## src/mbsp_pkg.sv

```systemverilog
// Constants and register map for the bus strobe and power control block
// Behaviour
// - Reset held two machine cycles resets device
// - Latch strobe runs at oscillator over six
// - One latch pulse skipped per data access
// - Disable bit limits latch strobe to moves
// - Disable bit ignored during external execution
// - Fetch strobe twice per cycle, skip two
// - Select pin low fetches externally, high internal
// - Lock bit one latches select at reset
// - Select latch must match pin level
// - Oscillator divided by two before clocking
// - Idle halts processor, peripherals keep running
// - Interrupt or reset leaves idle mode
// - Idle strobes high, power-down strobes low
// - After idle reset, block RAM two cycles
// - Power-down stops oscillator after instruction
// - Only reset ends power-down, keeps RAM
// - Three lock bits select protection levels
// - Port zero multiplexes address and data
// - Programming takes port zero data, port one address
// - Latch strobe pin becomes program pulse input
// - Port three carries alternate functions
package mbsp_pkg;
    // ------------------------------------------------------------
    // Register map (word addresses on Avalon-MM)
    // ------------------------------------------------------------
    localparam logic [9:0] REG_STROBE_DIS = 10'h08E;
    localparam logic [9:0] REG_MODE_CTRL  = 10'h090;
    localparam logic [9:0] REG_STATUS     = 10'h091;
    localparam logic [9:0] REG_LOCK       = 10'h092;
    localparam int         BIT_ALE_DIS    = 0;
    localparam int         BIT_IDLE       = 0;
    localparam int         BIT_PDOWN      = 1;
    localparam int         BIT_XDATA      = 2;
    localparam int         BIT_MOVE       = 3;
    localparam logic [7:0] STROBE_DIS_RST = 8'h00;
    localparam logic [31:0] UNMAPPED_RD   = 32'h0000_0000;
    // ------------------------------------------------------------
    // Timing
    // ------------------------------------------------------------
    localparam int         OSC_PER_MC     = 12;
    localparam int         STATES_PER_MC  = 6;
    localparam logic [2:0] LAST_STATE     = 3'h5;
    localparam logic [2:0] ALE_STATE_A    = 3'h0;
    localparam logic [2:0] ALE_STATE_B    = 3'h3;
    localparam logic [2:0] CODE_FETCH_STROBE_STATE_A   = 3'h1;
    localparam logic [2:0] CODE_FETCH_STROBE_STATE_B   = 3'h4;
    localparam int         RST_MIN_MC     = 2;
    localparam int         IDLE_RST_MC    = 2;
    localparam logic [3:0] RST_CNT_MAX    = 4'h2;
    typedef enum logic [1:0] {
        MBSP_RUN,
        MBSP_IDLE,
        MBSP_PDOWN
    } mbsp_mode_e;
endpackage : mbsp_pkg

```

## src/mbsp_ctrl.sv

```systemverilog
// Bus strobe, fetch select and power mode control
module mbsp_ctrl
    import mbsp_pkg::*;
(
    input  wire logic        clk_i,            // Oscillator input (osc_amp_input)
    input  wire logic        sys_rst_i,        // Async reset, active high
    input  wire logic        rst_pin_i,        // Device reset pin level
    input  wire logic        external_fetch_select_i, // Fetch select strap
    input  wire logic        lock_bit_one_i,   // Lock bit 1 programmed
    input  wire logic        lock_bit_two_i,   // Lock bit 2 programmed
    input  wire logic        lock_bit_three_i, // Lock bit 3 programmed
    input  wire logic        program_pulse_in_mode_i,      // Flash programming active
    input  wire logic        irq_pending_i,    // Enabled interrupt pending
    input  wire logic        program_pulse_in_i, // Program pulse from pin
    input  wire logic [9:0]  avs_address,      // Word address
    input  wire logic        avs_read,         // Read request
    input  wire logic        avs_write,        // Write request
    input  wire logic [31:0] avs_writedata,    // Write data
    output logic      [31:0] avs_readdata,     // Read data
    output logic             avs_waitrequest,  // Stall
    output logic             ale_o,            // Address latch strobe level
    output logic             ale_oe_n_o,       // Latch pin drive, low drives
    output logic             code_fetch_strobe_n_o, // Fetch strobe, active low
    output logic             port_zero_float_o, // Port zero released
    output logic             port_two_addr_o,  // Port two drives address
    output logic             osc_run_o,        // Oscillator enable
    output logic             cpu_run_o,        // Processor clock enable
    output logic             ram_block_o,      // Internal RAM blocked
    output logic             dev_reset_o,      // Internal reset active
    output logic             ext_exec_o,       // External execution in use
    output logic             program_pulse_in_pulse_o      // Program pulse to flash
);
    // ------------------------------------------------------------
    // Clock divide and state counter
    // ------------------------------------------------------------
    logic       phase_r;
    logic [2:0] state_r;
    logic       mc_end;
    logic       dev_reset_r;
    mbsp_mode_e mode_r;
    logic       halt;

    // A pin reset restarts the divider so the reset can be qualified
    assign halt   = (mode_r == MBSP_PDOWN) && !rst_pin_i;
    assign mc_end = phase_r && (state_r == LAST_STATE);

    always_ff @(posedge clk_i or posedge sys_rst_i) begin
        if (sys_rst_i) begin
            phase_r <= 1'b0;
        end else if (!halt) begin
            phase_r <= ~phase_r;
        end
    end

    always_ff @(posedge clk_i or posedge sys_rst_i) begin
        if (sys_rst_i) begin
            state_r <= 3'h0;
        end else if (!halt && phase_r) begin
            state_r <= (state_r == LAST_STATE) ? 3'h0 : state_r + 3'h1;
        end
    end

    // ------------------------------------------------------------
    // Reset pin qualification
    // ------------------------------------------------------------
    // Counted in oscillator clocks so a pin high just before a cycle end
    // cannot pass as two full machine cycles
    localparam int RST_CLKS = RST_MIN_MC * OSC_PER_MC;
    logic [4:0] rst_cnt_r;
    logic       idle_rst_r;
    logic [3:0] idle_cnt_r;

    always_ff @(posedge clk_i or posedge sys_rst_i) begin
        if (sys_rst_i) begin
            rst_cnt_r <= 5'h00;
        end else if (!rst_pin_i) begin
            rst_cnt_r <= 5'h00;
        end else if (!halt && rst_cnt_r != 5'(RST_CLKS)) begin
            rst_cnt_r <= rst_cnt_r + 5'h01;
        end
    end

    // Pin reset in power-down wakes the divider so counting can proceed
    always_ff @(posedge clk_i or posedge sys_rst_i) begin
        if (sys_rst_i) begin
            dev_reset_r <= 1'b1;
        end else begin
            dev_reset_r <= (rst_cnt_r == 5'(RST_CLKS)) && rst_pin_i;
        end
    end

    // Idle ended by reset: RAM blocked for two machine cycle ends, or until internal reset if that comes first
    always_ff @(posedge clk_i or posedge sys_rst_i) begin
        if (sys_rst_i) begin
            idle_rst_r <= 1'b0;
            idle_cnt_r <= 4'h0;
        end else if (dev_reset_r) begin
            idle_rst_r <= 1'b0;
            idle_cnt_r <= 4'h0;
        end else if (mode_r == MBSP_IDLE && rst_pin_i) begin
            idle_rst_r <= 1'b1;
        end else if (idle_rst_r && mc_end && idle_cnt_r != RST_CNT_MAX) begin
            idle_cnt_r <= idle_cnt_r + 4'h1;
        end
    end

    // ------------------------------------------------------------
    // Registers
    // ------------------------------------------------------------
    logic [7:0] strobe_dis_r;
    logic       xdata_r;
    logic       move_r;
    logic       ea_latch_r;
    logic       wr_hit;
    logic       idle_req;
    logic       pd_req;

    assign wr_hit   = avs_write && !avs_waitrequest;
    assign idle_req = wr_hit && avs_address == REG_MODE_CTRL && avs_writedata[BIT_IDLE];
    assign pd_req   = wr_hit && avs_address == REG_MODE_CTRL && avs_writedata[BIT_PDOWN];

    always_ff @(posedge clk_i or posedge sys_rst_i) begin
        if (sys_rst_i) begin
            strobe_dis_r <= STROBE_DIS_RST;
            xdata_r      <= 1'b0;
            move_r       <= 1'b0;
        end else if (dev_reset_r) begin
            strobe_dis_r <= STROBE_DIS_RST;
            xdata_r      <= 1'b0;
            move_r       <= 1'b0;
        end else if (wr_hit && avs_address == REG_STROBE_DIS) begin
            strobe_dis_r <= avs_writedata[7:0];
        end else if (wr_hit && avs_address == REG_MODE_CTRL) begin
            xdata_r <= avs_writedata[BIT_XDATA];
            move_r  <= avs_writedata[BIT_MOVE];
        end
    end

    // Strap caught by clocked logic while reset is held
    always_ff @(posedge clk_i or posedge sys_rst_i) begin
        if (sys_rst_i) begin
            ea_latch_r <= 1'b1;
        end else if (dev_reset_r) begin
            ea_latch_r <= external_fetch_select_i;
        end
    end

    logic ext_exec;
    assign ext_exec = lock_bit_one_i ? !ea_latch_r : !external_fetch_select_i;

    // ------------------------------------------------------------
    // Power modes
    // ------------------------------------------------------------
    always_ff @(posedge clk_i or posedge sys_rst_i) begin
        if (sys_rst_i) begin
            mode_r <= MBSP_RUN;
        end else begin
            case (mode_r)
                MBSP_RUN: begin
                    if (pd_req) begin
                        mode_r <= MBSP_PDOWN;
                    end else if (idle_req) begin
                        mode_r <= MBSP_IDLE;
                    end
                end
                MBSP_IDLE: begin
                    if (irq_pending_i || dev_reset_r) begin
                        mode_r <= MBSP_RUN;
                    end
                end
                MBSP_PDOWN: begin
                    if (dev_reset_r) begin
                        mode_r <= MBSP_RUN;
                    end
                end
                default: mode_r <= MBSP_RUN;
            endcase
        end
    end

    // ------------------------------------------------------------
    // Strobe generation
    // ------------------------------------------------------------
    logic ale_slot;
    logic code_fetch_strobe_slot;
    logic ale_skip;
    logic ale_gate;
    logic ale_nxt;
    logic code_fetch_strobe_nxt;
    logic drive_nxt;

    assign ale_slot  = !phase_r && (state_r == ALE_STATE_A || state_r == ALE_STATE_B);
    assign code_fetch_strobe_slot = !phase_r && (state_r == CODE_FETCH_STROBE_STATE_A || state_r == CODE_FETCH_STROBE_STATE_B);
    // Data access uses the second strobe slot of the cycle
    assign ale_skip  = xdata_r && state_r == ALE_STATE_B;
    assign ale_gate  = !strobe_dis_r[BIT_ALE_DIS] || ext_exec || move_r;

    always_comb begin
        ale_nxt   = ale_slot && !ale_skip && ale_gate;
        code_fetch_strobe_nxt  = !(ext_exec && code_fetch_strobe_slot && !xdata_r);
        drive_nxt = ale_gate;
        case (mode_r)
            MBSP_IDLE: begin
                ale_nxt   = 1'b1;
                code_fetch_strobe_nxt  = 1'b1;
                drive_nxt = 1'b1;
            end
            MBSP_PDOWN: begin
                ale_nxt   = 1'b0;
                code_fetch_strobe_nxt  = 1'b0;
                drive_nxt = 1'b1;
            end
            default: ;
        endcase
        if (program_pulse_in_mode_i) begin
            drive_nxt = 1'b0;
        end
    end

    always_ff @(posedge clk_i or posedge sys_rst_i) begin
        if (sys_rst_i) begin
            ale_o                 <= 1'b0;
            ale_oe_n_o            <= 1'b1;
            code_fetch_strobe_n_o <= 1'b1;
            port_zero_float_o     <= 1'b0;
            port_two_addr_o       <= 1'b0;
            osc_run_o             <= 1'b1;
            cpu_run_o             <= 1'b0;
            ram_block_o           <= 1'b0;
            dev_reset_o           <= 1'b1;
            ext_exec_o            <= 1'b0;
            program_pulse_in_pulse_o          <= 1'b0;
        end else begin
            ale_o                 <= ale_nxt;
            ale_oe_n_o            <= !drive_nxt; // Weak pull-up otherwise
            code_fetch_strobe_n_o <= code_fetch_strobe_nxt;
            port_zero_float_o     <= ext_exec && mode_r != MBSP_RUN;
            port_two_addr_o       <= ext_exec && mode_r == MBSP_IDLE;
            osc_run_o             <= !halt || rst_pin_i;
            cpu_run_o             <= mode_r == MBSP_RUN && !dev_reset_r;
            ram_block_o           <= idle_rst_r && idle_cnt_r != RST_CNT_MAX;
            dev_reset_o           <= dev_reset_r;
            ext_exec_o            <= ext_exec;
            program_pulse_in_pulse_o          <= program_pulse_in_mode_i && !program_pulse_in_i;
        end
    end

    // ------------------------------------------------------------
    // Avalon slave: one wait cycle then answer
    // ------------------------------------------------------------
    logic req_seen_r;

    always_ff @(posedge clk_i or posedge sys_rst_i) begin
        if (sys_rst_i) begin
            req_seen_r <= 1'b0;
        end else begin
            req_seen_r <= (avs_read || avs_write) && !req_seen_r;
        end
    end

    always_comb begin
        avs_waitrequest = (avs_read || avs_write) && !req_seen_r;
        avs_readdata    = UNMAPPED_RD;
        if (avs_address == REG_STROBE_DIS) begin
            avs_readdata = {24'h0, strobe_dis_r};
        end else if (avs_address == REG_MODE_CTRL) begin
            avs_readdata = {28'h0, move_r, xdata_r, halt, mode_r == MBSP_IDLE};
        end else if (avs_address == REG_STATUS) begin
            avs_readdata = {28'h0, ram_block_o, dev_reset_r, ea_latch_r, ext_exec};
        end else if (avs_address == REG_LOCK) begin
            avs_readdata = {29'h0, lock_bit_three_i, lock_bit_two_i, lock_bit_one_i};
        end
    end

    // ------------------------------------------------------------
    // Checks
    // ------------------------------------------------------------
    a_idle_strobes_high: assert property (@(posedge clk_i) disable iff (sys_rst_i)
        mode_r == MBSP_IDLE |=> ale_o && code_fetch_strobe_n_o)
        else $error("strobes not high in idle");
    a_pd_strobes_low: assert property (@(posedge clk_i) disable iff (sys_rst_i)
        mode_r == MBSP_PDOWN |=> !ale_o && !code_fetch_strobe_n_o)
        else $error("strobes not low in power-down");
    a_ale_rate: assert property (@(posedge clk_i) disable iff (sys_rst_i)
        $rose(ale_o) && mode_r == MBSP_RUN && ale_gate && !xdata_r && !dev_reset_r
        |=> !ale_o [*5] ##1 (ale_o || mode_r != MBSP_RUN || xdata_r || !ale_gate))
        else $error("latch strobe period wrong");
    a_pd_exit_reset: assert property (@(posedge clk_i) disable iff (sys_rst_i)
        mode_r == MBSP_PDOWN && !dev_reset_r |=> mode_r != MBSP_RUN)
        else $error("power-down left without reset");
    a_reset_qualify: assert property (@(posedge clk_i) disable iff (sys_rst_i)
        !rst_pin_i |=> !dev_reset_r)
        else $error("reset without pin");
    a_no_fetch_internal: assert property (@(posedge clk_i) disable iff (sys_rst_i)
        !ext_exec && mode_r == MBSP_RUN |=> code_fetch_strobe_n_o)
        else $error("fetch strobe during internal run");
    a_ale_disabled: assert property (@(posedge clk_i) disable iff (sys_rst_i)
        mode_r == MBSP_RUN && !program_pulse_in_mode_i && !ale_gate |=> ale_oe_n_o && !ale_o)
        else $error("latch strobe driven while disabled");
    a_xdata_skip: assert property (@(posedge clk_i) disable iff (sys_rst_i)
        xdata_r && state_r == ALE_STATE_B && mode_r == MBSP_RUN |=> !ale_o)
        else $error("latch pulse not skipped");
    a_program_pulse_in_release: assert property (@(posedge clk_i) disable iff (sys_rst_i)
        program_pulse_in_mode_i |=> ale_oe_n_o)
        else $error("latch pin driven in programming");

    a_fetch_single: assert property (@(posedge clk_i) disable iff (sys_rst_i)
        !code_fetch_strobe_n_o && mode_r == MBSP_RUN && $past(mode_r) == MBSP_RUN
        |=> code_fetch_strobe_n_o)
        else $error("fetch strobe wider than one clock");

    a_reset_pin_held: assert property (@(posedge clk_i) disable iff (sys_rst_i)
        $rose(dev_reset_r) |-> $past(rst_pin_i, 8) && rst_pin_i)
        else $error("internal reset after short pin pulse");

    a_pd_osc_stop: assert property (@(posedge clk_i) disable iff (sys_rst_i)
        mode_r == MBSP_PDOWN && !rst_pin_i |=> !osc_run_o)
        else $error("oscillator running in power-down");

    a_idle_port_two: assert property (@(posedge clk_i) disable iff (sys_rst_i)
        mode_r == MBSP_IDLE && ext_exec |=> port_two_addr_o && port_zero_float_o)
        else $error("idle port states wrong");

    a_pd_port_states: assert property (@(posedge clk_i) disable iff (sys_rst_i)
        mode_r == MBSP_PDOWN && ext_exec |=> !port_two_addr_o && port_zero_float_o)
        else $error("power-down port states wrong");

    a_idle_ale_drive: assert property (@(posedge clk_i) disable iff (sys_rst_i)
        mode_r == MBSP_IDLE && !program_pulse_in_mode_i |=> !ale_oe_n_o)
        else $error("latch pin not driven in idle");

    a_cpu_halted: assert property (@(posedge clk_i) disable iff (sys_rst_i)
        mode_r != MBSP_RUN |=> !cpu_run_o)
        else $error("processor runs outside run mode");

    a_divider_frozen: assert property (@(posedge clk_i) disable iff (sys_rst_i)
        halt |=> $stable(phase_r))
        else $error("divider moves while oscillator stopped");

    a_divider_toggle: assert property (@(posedge clk_i) disable iff (sys_rst_i)
        !halt |=> phase_r != $past(phase_r))
        else $error("divider did not toggle");

    a_program_pulse_in_pulse: assert property (@(posedge clk_i) disable iff (sys_rst_i)
        program_pulse_in_mode_i && !program_pulse_in_i |=> program_pulse_in_pulse_o)
        else $error("program pulse not passed on");

    a_ram_block_clear: assert property (@(posedge clk_i) disable iff (sys_rst_i)
        dev_reset_r |=> ##1 !ram_block_o)
        else $error("RAM still blocked under internal reset");

    a_wait_bounded: assert property (@(posedge clk_i) disable iff (sys_rst_i)
        avs_waitrequest |=> !avs_waitrequest)
        else $error("bus stalled more than one cycle");

    a_ea_latch_hold: assert property (@(posedge clk_i) disable iff (sys_rst_i)
        !dev_reset_r |=> $stable(ea_latch_r))
        else $error("select latch changed outside reset");

    c_xdata_skip: cover property (@(posedge clk_i) disable iff (sys_rst_i)
        xdata_r && state_r == ALE_STATE_B && mode_r == MBSP_RUN);
    c_pin_reset: cover property (@(posedge clk_i) disable iff (sys_rst_i) $rose(dev_reset_r));
    c_idle_enter: cover property (@(posedge clk_i) disable iff (sys_rst_i)
        mode_r == MBSP_RUN ##1 mode_r == MBSP_IDLE);
    c_pd_exit: cover property (@(posedge clk_i) disable iff (sys_rst_i)
        mode_r == MBSP_PDOWN ##1 mode_r == MBSP_RUN);
    c_ram_block: cover property (@(posedge clk_i) disable iff (sys_rst_i) ram_block_o);
endmodule : mbsp_ctrl

```

## config.mk

```make
export PLATFORM = sky130hd
export DESIGN_NAME = mbsp_ctrl
export DESIGN_NICKNAME = d
export VERILOG_FILES = /design/src/mbsp_pkg.sv /design/src/mbsp_ctrl.sv
export SDC_FILE = /design/constraint.sdc
export NUM_CORES = 1
export LEC_CHECK = 0
export ABC_CLOCK_PERIOD_IN_PS = 4000
export BUFFER_PORTS_ARGS = -buffer_cell sky130_fd_sc_hd__buf_2
export CAP_MARGIN = 20
export CELL_PAD_IN_SITES_DETAIL_PLACEMENT = 1
export CELL_PAD_IN_SITES_GLOBAL_PLACEMENT = 2
export CORE_MARGIN = 10
export CORE_UTILIZATION = 29
export CTS_CLUSTER_SIZE = 12
export DETAILED_ROUTE_END_ITERATION = 6
export GPL_ROUTABILITY_DRIVEN = 0
export HOLD_SLACK_MARGIN = 0.05
export PLACE_DENSITY_LB_ADDON = 0.08
export SYNTH_ARGS = -nofsm -noshare
export SYNTH_HDL_FRONTEND = slang
export SYNTH_SLANG_ARGS = --single-unit
```

## constraint.sdc

```tcl
create_clock -name clk_i -period 4 [get_ports clk_i]
set_clock_uncertainty 0.1 [all_clocks]
set_input_delay 0.4 -clock clk_i [delete_from_list [all_inputs] [get_ports clk_i]]
set_output_delay 0.4 -clock clk_i [all_outputs]
set_load 0.005 [all_outputs]
```

==> metrics.txt <==
Max Root-Sink Buffers 2; multi-input logic area 990 um^2; delay-heaviest family, CP simple AND/OR/NAND/NOR gates; Worst-Margin Slew 899 ps; clk sink count 40; root buffer cell clkbuf_8; Cell variety after synth 44; post-route ant nets 0; WP data required 3500 ps; Final #Nets 335; flops & latches, synth 40; Post-synth top flop dfrtp_1; most frequent CP cell buf_2; CP max FO 8; Cell Chain, Critical Path buf_2 -> or3_4 -> nor3_1 -> nand2_1 -> o31ai_1 -> buf_2; H-tree depth 2; endpoints failing hold 0; initial antenna violation count 0; layout cells sized above 1 0.252; vias 1637; core area 7290 um^2; synth warn 0; CP endpoint kind primary output; Clock Latency Late Sink 290 ps; die width 107 um; fillcell total 910; peak supply drop 0.000157 V; vias in the first global route 1816; pre-CTS WS 1320 ps; Static Leak 1.26 nW; sequential area share after synthesis 0.462; Setup crit start kind primary input; fmax 0.384 GHz; Slew Limit Fails 0; relative slew slack 0.396; DRT iter0 DRCs 47; CTS buffer count 5; WL final 5520 um; Power Density 378 nW/um^2; status complete, no violations; Buffers on Ports 49; die area 11400 um^2; Post-Syn Instances 221; placed cell area 2440 um^2; # rows 31; cts repair resizes 0; Mapped Area 2180 um^2; largest net degree at the start of global routing 41; switch share 0.264; DR WL/cell 14.8 um; GRT overflow 0; Die Height 107 um; register area 1010 um^2; GR Util All Layers 0.0993; Worst Path Buf+Inv 2; fin area 2560 um^2; Final setup viols 0; max-cap check violation count 0; clock tree from TritonCTS built; postcts setup bufs 0; async set-reset flop share out of synthesis 1.00; setup ws final 1400 ps; fin util 0.352; EDFF count, synth 0; switching pwr 256 uW; DRC viols 0; first-pass GRT wire length 9100 um; diode count 0; WS Path Type in2out; post-route setup TNS 0 ps; Int Power 713 uW; Tcrit/Tclk final 0.650; Initial Utilization 0.299; RSZ-0062 raised after global routing false; DP HPWL 4240 um; IO Pins 98; most frequent cells in the layout 49 x buf_2, 34 x dfrtp_1, 24 x nor2_1, 24 x conb_1, 17 x inv_1; worst min path class in2async; Synth Area per Inst 9.87 um^2; clk slew on worst S/H paths 80 ps; Logic pwr share 0.152; drt first pass iters 4; CP max stage cell nor3_1; post-cts hold buffer count 0; Flop pwr share 0.485; via/cell ratio 4.39; commonest non-fill, non-tap cell in the layout buf_2; min cycle time layout 2600 ps; critical path's largest stage delay 740 ps; Crit path arrival time 2100 ps; Clock power frac 0.363; Hold Slack 108 ps; Area growth syn-to-layout 17.5%
[logic make-up (layout without fill, tap and decap cells)]
family,Yosys count,in the layout,share of synthesized area
buffers and inverters,46,76,0.124
AO/OA/AOI/OAI,29,29,0.0854
multiplexers,13,13,0.0608
XOR/XNOR,8,8,0.0321
other,1,24,0.00172
AND/OR/NAND/NOR,76,76,0.188
adder cells (fa/ha/maj),8,8,0.0459
flip-flops,40,40,0.462
[power by group through the flow]
stage / clock, mW / sequential [mW] / combinational (mW)
detailed placement: 0 / 0.478 / 0.148
global placement: 0 / 0.479 / 0.149
floorplan: 0 / 0.469 / 0.123
global route: 0.386 / 0.477 / 0.174
CTS: 0.364 / 0.470 / 0.150
finish: 0.352 / 0.470 / 0.148
[registers in the layout (all words and copies together), names as in the netlist, 2 cells and up]
name / flops
mode_r: 2
rst_cnt_r: 5
state_r: 3
strobe_dis_r: 8
idle_cnt_r: 4
[cells in the mapped netlist (all sizes together) (3+ instances only)]
cell,instances,share of area
dfrtp,34,0.39
buf,26,0.089
nor2,24,0.041
inv,18,0.031
nand2,14,0.024
mux2i,11,0.050
a21oi,8,0.018
ha,8,0.046
and2,6,0.017
dfstp,6,0.072
o21ai,6,0.014
nand3,5,0.011
xnor2,4,0.016
xor2,4,0.016
nand2b,3,0.0086
nor3,3,0.0069
nor3b,3,0.010
or3,3,0.011
[area by class of cell]
class / count / area share
flip-flops and latches: 40 / 0.393
clock inverters: 2 / 0.0151
inverters: 18 / 0.0264
clock buffers: 6 / 0.0322
repair buffers: 50 / 0.0986
well taps: 99 / 0.0483
multi-input cells: 158 / 0.386
[metrics by stage]
stage / std cells / total power, mW
after floorplan: 244 / 0.593
after global placement: 365 / 0.629
after detailed placement: 365 / 0.626
after CTS: 373 / 0.984
after global routing: 373 / 1.04
final: 373 / 0.969
[per-layer routing]
metal | vias up | track usage | wire length, um
met5 | - | 0 | 0
met4 | 0 | 0.0319 | 69
met3 | 5 | 0.0329 | 291
met2 | 37 | 0.167 | 2630
met1 | 796 | 0.117 | 2530
li1 | 799 | - | -
[final timing paths]
path	cells past startpoint	from	slack, ps	endpoint
setup / recovery	6	avs_address[0]	1400	avs_readdata[3]
hold / removal	3	sys_rst_i	110	rst_cnt_r[1]
setup reg to reg	6	mode_r[1]	2000	idle_cnt_r[2]
hold reg to reg	1	req_seen_r	380	req_seen_r
max in group asynchronous	3	sys_rst_i	3310	ea_latch_r
min in group clk_i	2	program_pulse_in_i	150	program_pulse_in_pulse_o
[worst min-delay path: stages]
cell,delay (ps)
buf_2,100
clkinv_1,30
buf_4,420
Note: power is estimated with default switching activity, not from simulation.
